--- src/csd_defines.svh ---
// Register offsets, field positions, reset values and encodings of the clock switch block
`ifndef CSD_DEFINES_SVH
`define CSD_DEFINES_SVH

// Register offsets on the plain register port
`define CSD_ADDR_REQ 3'h0
`define CSD_ADDR_CUR 3'h1
`define CSD_ADDR_CTL 3'h2
`define CSD_ADDR_IST 3'h3
`define CSD_ADDR_IMSK 3'h4

// Field positions of the switch control and status register
`define CSD_CTL_HOLD 7
`define CSD_CTL_PWR 6
`define CSD_CTL_BYP 5
`define CSD_CTL_DONE 4
`define CSD_CTL_NRDY 3

// Interrupt event bits
`define CSD_EV_HELD 0
`define CSD_EV_DONE 1
`define CSD_EV_W 2

// Source field encodings
`define CSD_SRC_EXT 3'h7
`define CSD_SRC_HF1M 3'h6
`define CSD_SRC_RSV5 3'h5
`define CSD_SRC_LF 3'h4
`define CSD_SRC_SEC 3'h3
`define CSD_SRC_RSV2 3'h2
`define CSD_SRC_EXT4X 3'h1
`define CSD_SRC_HF32M 3'h0

// Divider field: codes above this one are reserved and divide by one
`define CSD_DIV_MAX 4'h9

// Reset values
`define CSD_RST_SRC 3'h6
`define CSD_RST_DIV 4'h0
`define CSD_RST_BYTE 8'h00

`endif

--- src/csd_pkg.sv ---
// Types shared by the clock switch block
package csd_pkg;
  typedef logic [2:0] csd_src_t;
  typedef logic [3:0] csd_div_t;
  typedef logic [2:0] csd_addr_t;
  typedef logic [7:0] csd_byte_t;
  typedef logic [2:0] csd_cfg_t;
  typedef enum logic [1:0] {CSD_IDLE, CSD_WAIT, CSD_HELD, CSD_ALIGN} csd_state_e;
endpackage

--- src/csd_postscaler.sv ---
// Postscaler: turns the current divider code into a clock enable with whole periods only
`timescale 1ns/10ps
`default_nettype none
`include "csd_defines.svh"
module csd_postscaler (
  input wire logic clk,
  input wire logic rst_b,
  input wire csd_pkg::csd_div_t div_code,
  output logic tick,
  output logic boundary
);
  import csd_pkg::*;

  typedef struct packed {
    logic [8:0] cnt;
    logic tick;
  } csd_ps_s;

  csd_ps_s s_r;
  csd_ps_s s_nxt;
  logic [8:0] reload;

  always_comb begin
    if (div_code > `CSD_DIV_MAX) begin
      reload = 9'h000; // Reserved codes run undivided
    end else begin
      reload = 9'(({9'h000, 1'b1} << div_code) - 10'h001);
    end
  end

  // Reload only at the end of a period, so no period is ever cut short
  always_comb begin
    s_nxt = s_r;
    s_nxt.tick = (s_r.cnt == 9'h000);
    if (s_r.cnt == 9'h000) begin
      s_nxt.cnt = reload;
    end else begin
      s_nxt.cnt = s_r.cnt - 9'h001;
    end
  end

  always_ff @(posedge clk or negedge rst_b) begin
    if (!rst_b) begin
      s_r <= '0;
    end else begin
      s_r <= s_nxt;
    end
  end

  assign tick = s_r.tick;
  assign boundary = (s_r.cnt == 9'h000);
endmodule // csd_postscaler
`default_nettype wire

--- src/csd_clock_switch.sv ---
// Clock switch control, secondary oscillator settings and switch status registers
//
// Design decisions made here: the address-and-strobe port and the placing of the registers.
`timescale 1ns/10ps
`default_nettype none
`include "csd_defines.svh"
module csd_clock_switch (
  input wire logic clk,
  input wire logic rst_b,
  input wire csd_pkg::csd_addr_t reg_addr,
  input wire csd_pkg::csd_byte_t reg_wdata,
  input wire logic reg_wr,
  input wire logic reg_rd,
  output logic [7:0] reg_rdata,
  input wire logic [7:0] osc_ready,
  input wire csd_pkg::csd_cfg_t cfg_ext_osc,
  output csd_pkg::csd_cfg_t external_osc_config,
  output csd_pkg::csd_src_t current_source,
  output csd_pkg::csd_div_t current_divider,
  output logic sys_clk_en,
  output logic secondary_oscillator_high_power,
  output logic secondary_oscillator_bypass,
  output logic secondary_out_pin_oe,
  output logic irq
);
  import csd_pkg::*;

  typedef struct packed {
    csd_state_e st;
    csd_src_t req_src;
    csd_div_t req_div;
    csd_src_t cur_src;
    csd_div_t cur_div;
    logic hold;
    logic pwr;
    logic byp;
    logic [`CSD_EV_W-1:0] ist;
    logic [`CSD_EV_W-1:0] imsk;
    csd_byte_t rdata;
    logic irq;
    logic hp;
    logic out_oe;
    csd_cfg_t ext_cfg;
    logic cfg_taken;
  } csd_state_s;

  csd_state_s s_r;
  csd_state_s s_nxt;
  logic pending;
  logic sel_ready;
  logic new_rdy;
  logic boundary;
  logic [`CSD_EV_W-1:0] ev;
  csd_byte_t ctl_view;

  // Divider that turns the current divider code into the system clock enable
  csd_postscaler u_post (
    .clk(clk),
    .rst_b(rst_b),
    .div_code(s_r.cur_div),
    .tick(sys_clk_en),
    .boundary(boundary)
  );

  assign pending = (s_r.req_src != s_r.cur_src) || (s_r.req_div != s_r.cur_div);
  // Source code selects ready
  // Reserved codes never reach here, so their ready lines are never consulted
  assign sel_ready = osc_ready[s_r.req_src];
  assign new_rdy = pending && sel_ready;

  assign ctl_view = {s_r.hold, s_r.pwr, s_r.byp, !pending, new_rdy, 3'b000};

  // Next state: register writes, switch sequencing, events and read data
  always_comb begin
    s_nxt = s_r;
    ev = '0;

    // Configuration word
    // Caught once after reset release; runtime writes never touch it
    if (!s_r.cfg_taken) begin
      s_nxt.ext_cfg = cfg_ext_osc;
      s_nxt.cfg_taken = 1'b1;
    end

    // Software writes
    if (reg_wr) begin
      case (reg_addr)
        `CSD_ADDR_REQ: begin
          if (reg_wdata[6:4] == `CSD_SRC_RSV5 || reg_wdata[6:4] == `CSD_SRC_RSV2) begin
            s_nxt.req_src = `CSD_SRC_HF1M;
          end else begin
            s_nxt.req_src = reg_wdata[6:4];
          end
          s_nxt.req_div = reg_wdata[3:0];
        end
        `CSD_ADDR_CTL: begin
          s_nxt.hold = reg_wdata[`CSD_CTL_HOLD];
          s_nxt.pwr = reg_wdata[`CSD_CTL_PWR];
          s_nxt.byp = reg_wdata[`CSD_CTL_BYP];
        end
        `CSD_ADDR_IMSK: begin
          s_nxt.imsk = reg_wdata[`CSD_EV_W-1:0];
        end
        default: begin
        end
      endcase
    end

    // Switch sequencer; decisions use the settled register values
    case (s_r.st)
      CSD_IDLE: begin
        if (pending) begin
          s_nxt.st = CSD_WAIT;
        end
      end
      CSD_WAIT: begin
        if (!pending) begin
          s_nxt.st = CSD_IDLE;
        end else if (sel_ready) begin
          if (s_r.hold) begin
            s_nxt.st = CSD_HELD;
            ev[`CSD_EV_HELD] = 1'b1;
          end else begin
            s_nxt.st = CSD_ALIGN;
          end
        end
      end
      CSD_HELD: begin
        if (!pending) begin
          // Hardware clears hold
          // A withdrawn request releases the hold so later requests are not stuck
          s_nxt.hold = 1'b0;
          s_nxt.st = CSD_IDLE;
        end else if (!s_r.hold) begin
          s_nxt.st = CSD_ALIGN;
        end
      end
      CSD_ALIGN: begin
        if (!pending) begin
          s_nxt.st = CSD_IDLE;
        end else if (!sel_ready) begin
          s_nxt.st = CSD_WAIT; // Source dropped or request changed to a slow one
        end else if (boundary) begin
          // Load at period boundary
          // Changing only when the postscaler wraps avoids a truncated pulse
          s_nxt.cur_src = s_r.req_src;
          s_nxt.cur_div = s_r.req_div;
          ev[`CSD_EV_DONE] = 1'b1;
          s_nxt.st = CSD_IDLE;
        end
      end
      default: begin
        s_nxt.st = CSD_IDLE;
      end
    endcase

    // Sticky events; a read clears, but an event in that cycle wins
    if (reg_rd && reg_addr == `CSD_ADDR_IST) begin
      s_nxt.ist = ev;
    end else begin
      s_nxt.ist = s_r.ist | ev;
    end
    s_nxt.irq = |(s_nxt.ist & s_nxt.imsk);

    s_nxt.hp = s_nxt.pwr && !s_nxt.byp;
    s_nxt.out_oe = !s_nxt.byp;

    // Read data stands only in the cycle after the strobe
    s_nxt.rdata = `CSD_RST_BYTE;
    if (reg_rd) begin
      case (reg_addr)
        `CSD_ADDR_REQ: s_nxt.rdata = {1'b0, s_r.req_src, s_r.req_div};
        `CSD_ADDR_CUR: s_nxt.rdata = {1'b0, s_r.cur_src, s_r.cur_div};
        `CSD_ADDR_CTL: s_nxt.rdata = ctl_view;
        `CSD_ADDR_IST: s_nxt.rdata = {6'h00, s_r.ist};
        `CSD_ADDR_IMSK: s_nxt.rdata = {6'h00, s_r.imsk};
        default: s_nxt.rdata = `CSD_RST_BYTE; // Unmapped reads as zero
      endcase
    end
  end

  // State register
  always_ff @(posedge clk or negedge rst_b) begin
    if (!rst_b) begin
      s_r.st <= CSD_IDLE;
      s_r.req_src <= `CSD_RST_SRC;
      s_r.req_div <= `CSD_RST_DIV;
      s_r.cur_src <= `CSD_RST_SRC;
      s_r.cur_div <= `CSD_RST_DIV;
      s_r.hold <= 1'b0;
      s_r.pwr <= 1'b0;
      s_r.byp <= 1'b0;
      s_r.ist <= '0;
      s_r.imsk <= '0;
      s_r.rdata <= `CSD_RST_BYTE;
      s_r.irq <= 1'b0;
      s_r.hp <= 1'b0;
      s_r.out_oe <= 1'b1;
      s_r.ext_cfg <= 3'h0;
      s_r.cfg_taken <= 1'b0;
    end else begin
      s_r <= s_nxt;
    end
  end

  // Outputs straight from the state flops
  assign reg_rdata = s_r.rdata;
  assign external_osc_config = s_r.ext_cfg;
  assign current_source = s_r.cur_src;
  assign current_divider = s_r.cur_div;
  assign secondary_oscillator_high_power = s_r.hp;
  assign secondary_oscillator_bypass = s_r.byp;
  assign secondary_out_pin_oe = s_r.out_oe;
  assign irq = s_r.irq;
endmodule // csd_clock_switch
`default_nettype wire

--- config.mk ---
export PLATFORM = sky130hd
export DESIGN_NAME = csd_clock_switch
export DESIGN_NICKNAME = d
export VERILOG_FILES = /design/src/csd_pkg.sv /design/src/csd_postscaler.sv /design/src/csd_clock_switch.sv
export VERILOG_INCLUDE_DIRS = /design/src
export SDC_FILE = /design/constraint.sdc
export NUM_CORES = 1
export LEC_CHECK = 0
export ABC_AREA = 1
export ABC_CLOCK_PERIOD_IN_PS = 4330
export BUFFER_PORTS_ARGS = -buffer_cell sky130_fd_sc_hd__buf_2
export CAP_MARGIN = 25
export CORE_AREA = 2 2 74 76
export CTS_CLUSTER_DIAMETER = 100
export CTS_CLUSTER_SIZE = 25
export DETAILED_ROUTE_END_ITERATION = 16
export DIE_AREA = 0 0 76 78
export PLACE_DENSITY = 0.75
export SLEW_MARGIN = 5
export SYNTH_ARGS = -nofsm -noshare
export SYNTH_HDL_FRONTEND = slang
export SYNTH_SLANG_ARGS = --single-unit
export TNS_END_PERCENT = 20
--- constraint.sdc ---
create_clock -name clk -period 4.33 [get_ports clk]
set_input_delay 0.433 -clock clk [delete_from_list [all_inputs] [get_ports clk]]
set_output_delay 0.433 -clock clk [all_outputs]
set_load 0.1 [all_outputs]
==> metrics.cfg, run 1 <==
[final_layout]
fillerInstances=480
nets=417
drive_gt1_share_pct=24.4
final_common_cell=nand2_1
syn2layout_area_growth_pct=9.85
layout_common_cells=nand2_1, inv_1, buf_2, dfrtp_1, nor2_1
diodes=0

[cts]
post_cts_buffers=0
insertion_delay_ns=0.31
clkTransAtPathRegs_ns=0.09
cts_hold_buf=0
cts-htree-levels=2
cts_resized=0
tritoncts=built
clock-sinks=48
cts-root-buf=clkbuf_8
cts_made_buffers=5
clockBufferDepth=2

[worst_setup_path]
critPathBufInv=1
critPathTopFamily=flip-flops
required_ns=3.90
r2r-end=irq
path_max_fanout=11
cpMaxStageDelayCell=dfrtp_1
r2r_start=u_post.s_r[1]
path_cells=buf_2
path_class=reg2out
crit_path_end_kind=output port
critPathArrivalTime_ns=1.38
start_kind=register
slowest_delay_ns=0.57
r2r_slack_ns=2.54
r2r_cells=10

[power_and_ir_drop]
power_leakage_nw=1.62
ir_worst_vdd_mv=0.401
power_density_nw_per_um2=621

[timing]
tns_ns=0
hold_viol=0
clock_skew_ns=0.00572
min_period_over_period_pct=41.9
slew_violations=0
tightest_slew_ns=0.835
finalSetupViolCount=0
period_needed_ns=1.82
rsz0062_at_grt=no
slew_headroom_pct=43.9
fmax_ghz=0.551
whs_ns=0.332

[synth]
synth_area_um2=2740
ys_seq_area_share_pct=44.0
ys_types=35
syn_avg_cell_area_um2=7.73
synth_nets=383
netlist.area_leader.share_pct=39.2
ys_ff_latch=48
yosys_warnings=0
synth_top_cell_by_area=dfrtp_1
netlist_instances=355
synth_area_leaders=dfrtp_1, nand2_1, inv_1

[die]
core.rowCount=26
ios=49
die_w_um=76
die_h_um=78
initial_utilization_pct=54.4
coreArea_um2=5040
dieArea_um2=5930

[detailed_routing]
drtIter0Drc=99
viasPerCell=4.85
final_antenna_net_count=0
wl_per_cell_um=12.8
firstDrtPassIters=4
drt_wl_total_um=5870
drc=0
vias=2232

[min_path]
min_from=reg_wdata[3]
hold_depth=3
hold_end=s_r[32]
min_path_type=in2reg

[run]
max_cap_viol_count=0

[grt]
antenna_found_initial=0
grt_max_degree=49
grt_pass1_vias=2288
grt_pass1_wl_um=10000
grt_use_total_pct=21.1
gr-total-overflow=0

[outcome]
outcome=completed

[place]
numPortBuffers=48
place.gp.congestion=0.822
dp_hpwl_um=4440

[metal layers]
metal | up-vias | part of all wire, % | global-route usage (%)
li1 | 1156 | - | -
met1 | 1008 | 45 | 27.0
met3 | 11 | 3.7 | 3.37
met4 | 0 | 2.3 | 8.18
met2 | 57 | 49 | 36.3
met5 | - | 0 | 0
[through the flow]
step / worst slack (ns) / std cells / cell area [µm²] / utilization [%] / total power [mW]
CTS: 2.53 / 458 / 2980 / 59.2 / 1.87
global route: 2.39 / 460 / 3010 / 59.8 / 2.00
global placement: 2.61 / 450 / 2890 / 57.2 / 1.56
floorplan: 2.78 / 355 / 2740 / - / 1.46
finish: 2.51 / 460 / 3010 / 59.8 / 1.87
detailed placement: 2.55 / 450 / 2890 / 57.2 / 1.58
[synth_stat cells, drive strengths merged]
cell type	instances
a21oi	4
a22oi	1
a31oi	2
a41oi	2
buf	23
conb	1
dfrtp	43
dfstp	5
ha	2
inv	59
mux2	3
nand2	102
nand3	22
nand4	1
nor2	34
nor3	6
o21ai	33
o21bai	1
o22ai	5
xnor2	5
xor2	1
[registers in the layout (all words and copies together), names as in the netlist]
| name | cells |
|---|---|
| ctl_view | 2 |
| current_divider | 4 |
| current_source | 3 |
| external_osc_config | 3 |
| irq | 1 |
| reg_rdata | 8 |
| s_r | 14 |
| secondary_oscillator_bypass | 1 |
| secondary_oscillator_high_power | 1 |
| secondary_out_pin_oe | 1 |
| u_post.s_r | 9 |
| u_post.tick | 1 |
[kinds of logic after synthesis]
family / after synthesis / share of synthesized area, %
AO/OA/AOI/OAI: 48 / 10.4
XOR/XNOR: 6 / 1.92
adder cells (fa/ha/maj): 2 / 0.912
buffers and inverters: 82 / 14.9
flip-flops: 48 / 44.0
multiplexers: 3 / 1.23
other: 1 / 0.137
AND/OR/NAND/NOR: 165 / 26.6
[worst max-delay path by stage]
stage / startpoint / endpoint / depth (start not counted)
finish: current_divider[1] / current_divider[1] / 1
floorplan: u_post.s_r[1] / current_source[0] / 10
global route: current_source[2] / irq / 11
detailed placement: u_post.s_r[1] / irq / 10
global placement: s_r[34] / irq / 11
CTS: current_divider[1] / current_divider[1] / 1
[area by class of cell]
cell class                      instances  area [µm²]  area share [%]
Sequential cell                        48        1210            40.1
Multi-Input combinational cell        225        1130            37.4
Timing Repair Buffer                   50         270            8.97
Inverter                               59         224            7.43
Tap cell                               70        87.6            2.91
Clock buffer                            6        82.6            2.74
Clock inverter                          2        13.8           0.457
[power by group]
group	internal [mW]	total [mW]	switching, mW	leakage, nW
clock	0.131	0.286	0.155	0.0516
sequential	0.573	0.706	0.132	0.594
combinational	0.245	0.881	0.636	0.971
No activity file was read; power rests on OpenSTA's default activity.
==> run 2: changes to the inputs <==
--- a/config.mk
+++ b/config.mk
@@ -6,16 +6,16 @@
 export SDC_FILE = /design/constraint.sdc
 export NUM_CORES = 1
 export LEC_CHECK = 0
-export ABC_AREA = 1
-export ABC_CLOCK_PERIOD_IN_PS = 4330
+export ABC_AREA = 0
+export ABC_CLOCK_PERIOD_IN_PS = 1650
 export BUFFER_PORTS_ARGS = -buffer_cell sky130_fd_sc_hd__buf_2
 export CAP_MARGIN = 25
-export CORE_AREA = 2 2 74 76
+export CORE_AREA = 2 2 75 77
 export CTS_CLUSTER_DIAMETER = 100
 export CTS_CLUSTER_SIZE = 25
 export DETAILED_ROUTE_END_ITERATION = 16
-export DIE_AREA = 0 0 76 78
-export PLACE_DENSITY = 0.75
+export DIE_AREA = 0 0 77 79
+export PLACE_DENSITY = 0.72
 export SLEW_MARGIN = 5
 export SYNTH_ARGS = -nofsm -noshare
 export SYNTH_HDL_FRONTEND = slang
==> constraint.sdc (replaced) <==
create_clock -name clk -period 1.65 [get_ports clk]
set_input_delay 0.165 -clock clk [delete_from_list [all_inputs] [get_ports clk]]
set_output_delay 0.165 -clock clk [all_outputs]
set_load 0.1 [all_outputs]
==> run 2 against run 1 <==
  * The flow now finishes with violations (negative setup slack)
  * Clock-buffer cell count up 1
  * Core utilization is 1.2 points higher
  * Highest routed layer unchanged
  * Critical path depth increased by 6
  * Clock power grew to 3.2 times the previous value
  * Synthesized area decreased by 7.3%
  * Synthesized cell count shrank 34%
  * Hold slack worse by 0.27 ns
  * First-iteration DRC count is 11% higher
  * Non-clock buffer count rose by 40
  * Routed wire length fell by 7.5%
==> metrics.cfg, run 2 <==
[timing]
rsz0062_at_grt=yes
finalSetupViolCount=22  ; +22
fmax_ghz=0.488
clock_skew_ns=0.00593  ; +0.000203 ns
min_period_over_period_pct=124
hold_viol=0  ; unchanged
slew_violations=0  ; unchanged
setup_ws_ns=-0.401  ; -2.91 ns
period_needed_ns=2.05
whs_ns=0.0649  ; -0.267 ns

[detailed_routing]
drc=0  ; unchanged
viasPerCell=5.11  ; +5.4%
highest_layer=met4
wl_per_cell_um=14.5  ; +13%
wl_met1_um=2510  ; -5.1%
vias=1917  ; -14%
final_antenna_net_count=0  ; unchanged
firstDrtPassIters=4  ; unchanged
drt_wl_total_um=5420  ; -7.5%
wl_met3_um=204  ; -6.4%
dr_wl_met2_um=2630  ; -8.5%
drtIter0Drc=110  ; +11%

[place]
numPortBuffers=48  ; unchanged
place_area_um2=3020  ; +4.7%
place.gp.congestion=0.839  ; +2.2%
dp_slack_ns=-0.441  ; -2.99 ns
dp_hpwl_um=3990  ; -10%
placedCellCount=365  ; -19%

[final_layout]
regMostFlops=s_r
diodes=0  ; unchanged
syn2layout_area_growth_pct=28.1
drive_gt1_share_pct=47.2  ; +23 points
final_cells=375  ; -18%
largest_reg_flops=14  ; unchanged
layout_common_cells=buf_2, dfrtp_1, buf_4, mux2_2, nor2_1
nets=330  ; -21%
final_common_cell=buf_2
fin_area_um2=3260  ; +8.1%

[power_and_ir_drop]
ir_worst_vdd_mv=1.02  ; +150%
power_leakage_nw=1.54  ; -4.9%
power.total_mw=5.81  ; +210%
power_density_nw_per_um2=1780  ; +190%

[grt]
grt_use_total_pct=19.1  ; -2.0 points
grt_max_degree=31  ; -37%
grt_pass1_vias=1997  ; -13%
antenna_found_initial=0  ; unchanged
grt_pass1_wl_um=9230  ; -7.7%
gr-total-overflow=0  ; unchanged

[min_path]
min_path_type=in2reg

[synth]
ys_top_cells_by_count=dfrtp_1, mux2_2, buf_4
synth_top_flop_cell=dfrtp_1
syn_avg_cell_area_um2=10.9  ; +41%
ys_types=44  ; +26%
synth_area_um2=2540  ; -7.3%
netlist_instances=233  ; -34%
synth_top_cell_by_area=dfrtp_1
synth_area_leaders=dfrtp_1, mux2_2, buf_4
synth_edf_count=0  ; unchanged
ys_ff_latch=48  ; unchanged
synth_nets=261  ; -32%
ys_seq_area_share_pct=47.5  ; +3.5 points
yosysMostFrequentCell=dfrtp_1
netlist.area_leader.share_pct=42.3  ; +3.1 points
ys_async_sr_fraction_pct=100  ; unchanged
yosys_warnings=0  ; unchanged

[die]
dieArea_um2=6080  ; +2.6%
coreArea_um2=5340  ; +5.9%
die_w_um=77  ; +1.3%
die_h_um=79  ; +1.3%
core.rowCount=27  ; +3.8%
initial_utilization_pct=47.6  ; -6.8 points
ios=49  ; unchanged

[worst_setup_path]
required_ns=1.85  ; -2.05 ns
path_cells=inv_1 > ha_2 > or3b_4 > buf_4 > or3_4 > nor3_2 > mux2_2
path_max_fanout=3  ; -8
cpMaxStageDelayCell=dfrtp_1
path_class=reg2reg
critPathArrivalTime_ns=2.25  ; +0.87 ns
slowest_delay_ns=0.39  ; -0.18 ns
critPathBufInv=2  ; +1
critPathTopFamily=simple AND/OR/NAND/NOR gates
start_kind=register
crit_path_end_kind=register

[cts]
tritoncts=built
clockBufferDepth=2  ; unchanged
clock-sinks=48  ; unchanged
clkTransAtPathRegs_ns=0.09  ; about the same
cts-htree-levels=2  ; unchanged
cts_made_buffers=5  ; unchanged
insertion_delay_ns=0.30  ; about the same
cts-root-buf=clkbuf_8

[outcome]
violations=negative setup slack
outcome=finished with violations

[run]
max_cap_viol_count=0  ; unchanged

-- run 2: changes by cell type in the layout (fill, tap and decap cells not counted), sizes merged, moves of 6 or more --
| cell | delta |
|---|---|
| a21oi | +8 |
| buf | +40 |
| inv | -54 |
| mux2 | +19 |
| mux2i | +10 |
| nand2 | -97 |
| nand3 | -14 |
| nor2 | -19 |
| nor2b | +6 |
| o21ai | -21 |
-- run 2: cell families after synthesis --
logic type / after synthesis / synth area share (%)
buf+inv: 34 / 7.73
fa+ha+maj: 2 / 0.985
mux: 33 / 14.6
other cells: 1 / 0.148
simple gates: 63 / 15.3
compound gates: 39 / 9.31
xor+xnor: 13 / 4.48
flops: 48 / 47.5
-- run 2: metrics by stage --
stage | TNS, ns | util (%)
floorplan | -5.91 | -
global placement | -4.96 | 56.6
detailed placement | -5.51 | 56.6
CTS | -6.43 | 60.4
global route | -6.89 | 61.0
finish | -5.03 | 61.0
-- run 2: final timing paths --
kind	start	endpoint	slack [ns]	cells after the start
setup / recovery	u_post.s_r[1]	u_post.s_r[9]	-0.40	7
hold / removal	reg_wdata[5]	secondary_out_pin_oe	0.06	2
setup reg to reg	u_post.s_r[1]	u_post.s_r[9]	-0.40	7
hold reg to reg	u_post.s_r[1]	u_post.s_r[1]	0.49	1
max in group asynchronous	rst_b	s_r[33]	0.80	3
min in group asynchronous	rst_b	secondary_oscillator_bypass	0.33	2
-- run 2: where the power goes --
part	switching (mW)	internal, mW	total, mW
combinational	1.90	1.22	3.12
sequential	0.249	1.52	1.77
clock	0.387	0.535	0.922
total	2.54	3.27	5.81
-- run 2: final cells by class --
type,count,area [µm²]
inverters,6,22.5
flip-flops and latches,48,1210
multi-input cells,151,1210
well taps,72,90.1
repair buffers,90,596
clock buffers,7,96.3
clock inverters,1,30.0
fillers,467,2080
-- run 2: repair_timing --
action / in CTS / in global routing
setup buffers: 1 / 0
hold endpoints to repair: 13 / 0
pin swaps: 7 / 1
hold buffers: 1 / 0
cloned: 0 / 0
endpoints found under the setup margin: 22 / 25
gates resized for setup: 14 / 8
-- run 2: per-layer routing --
layer | up-vias | global-route usage, %
met4 | 0 | 7.50
met3 | 6 | 3.41
met1 | 930 | 25.1
met5 | - | 0
met2 | 43 | 31.7
li1 | 938 | -
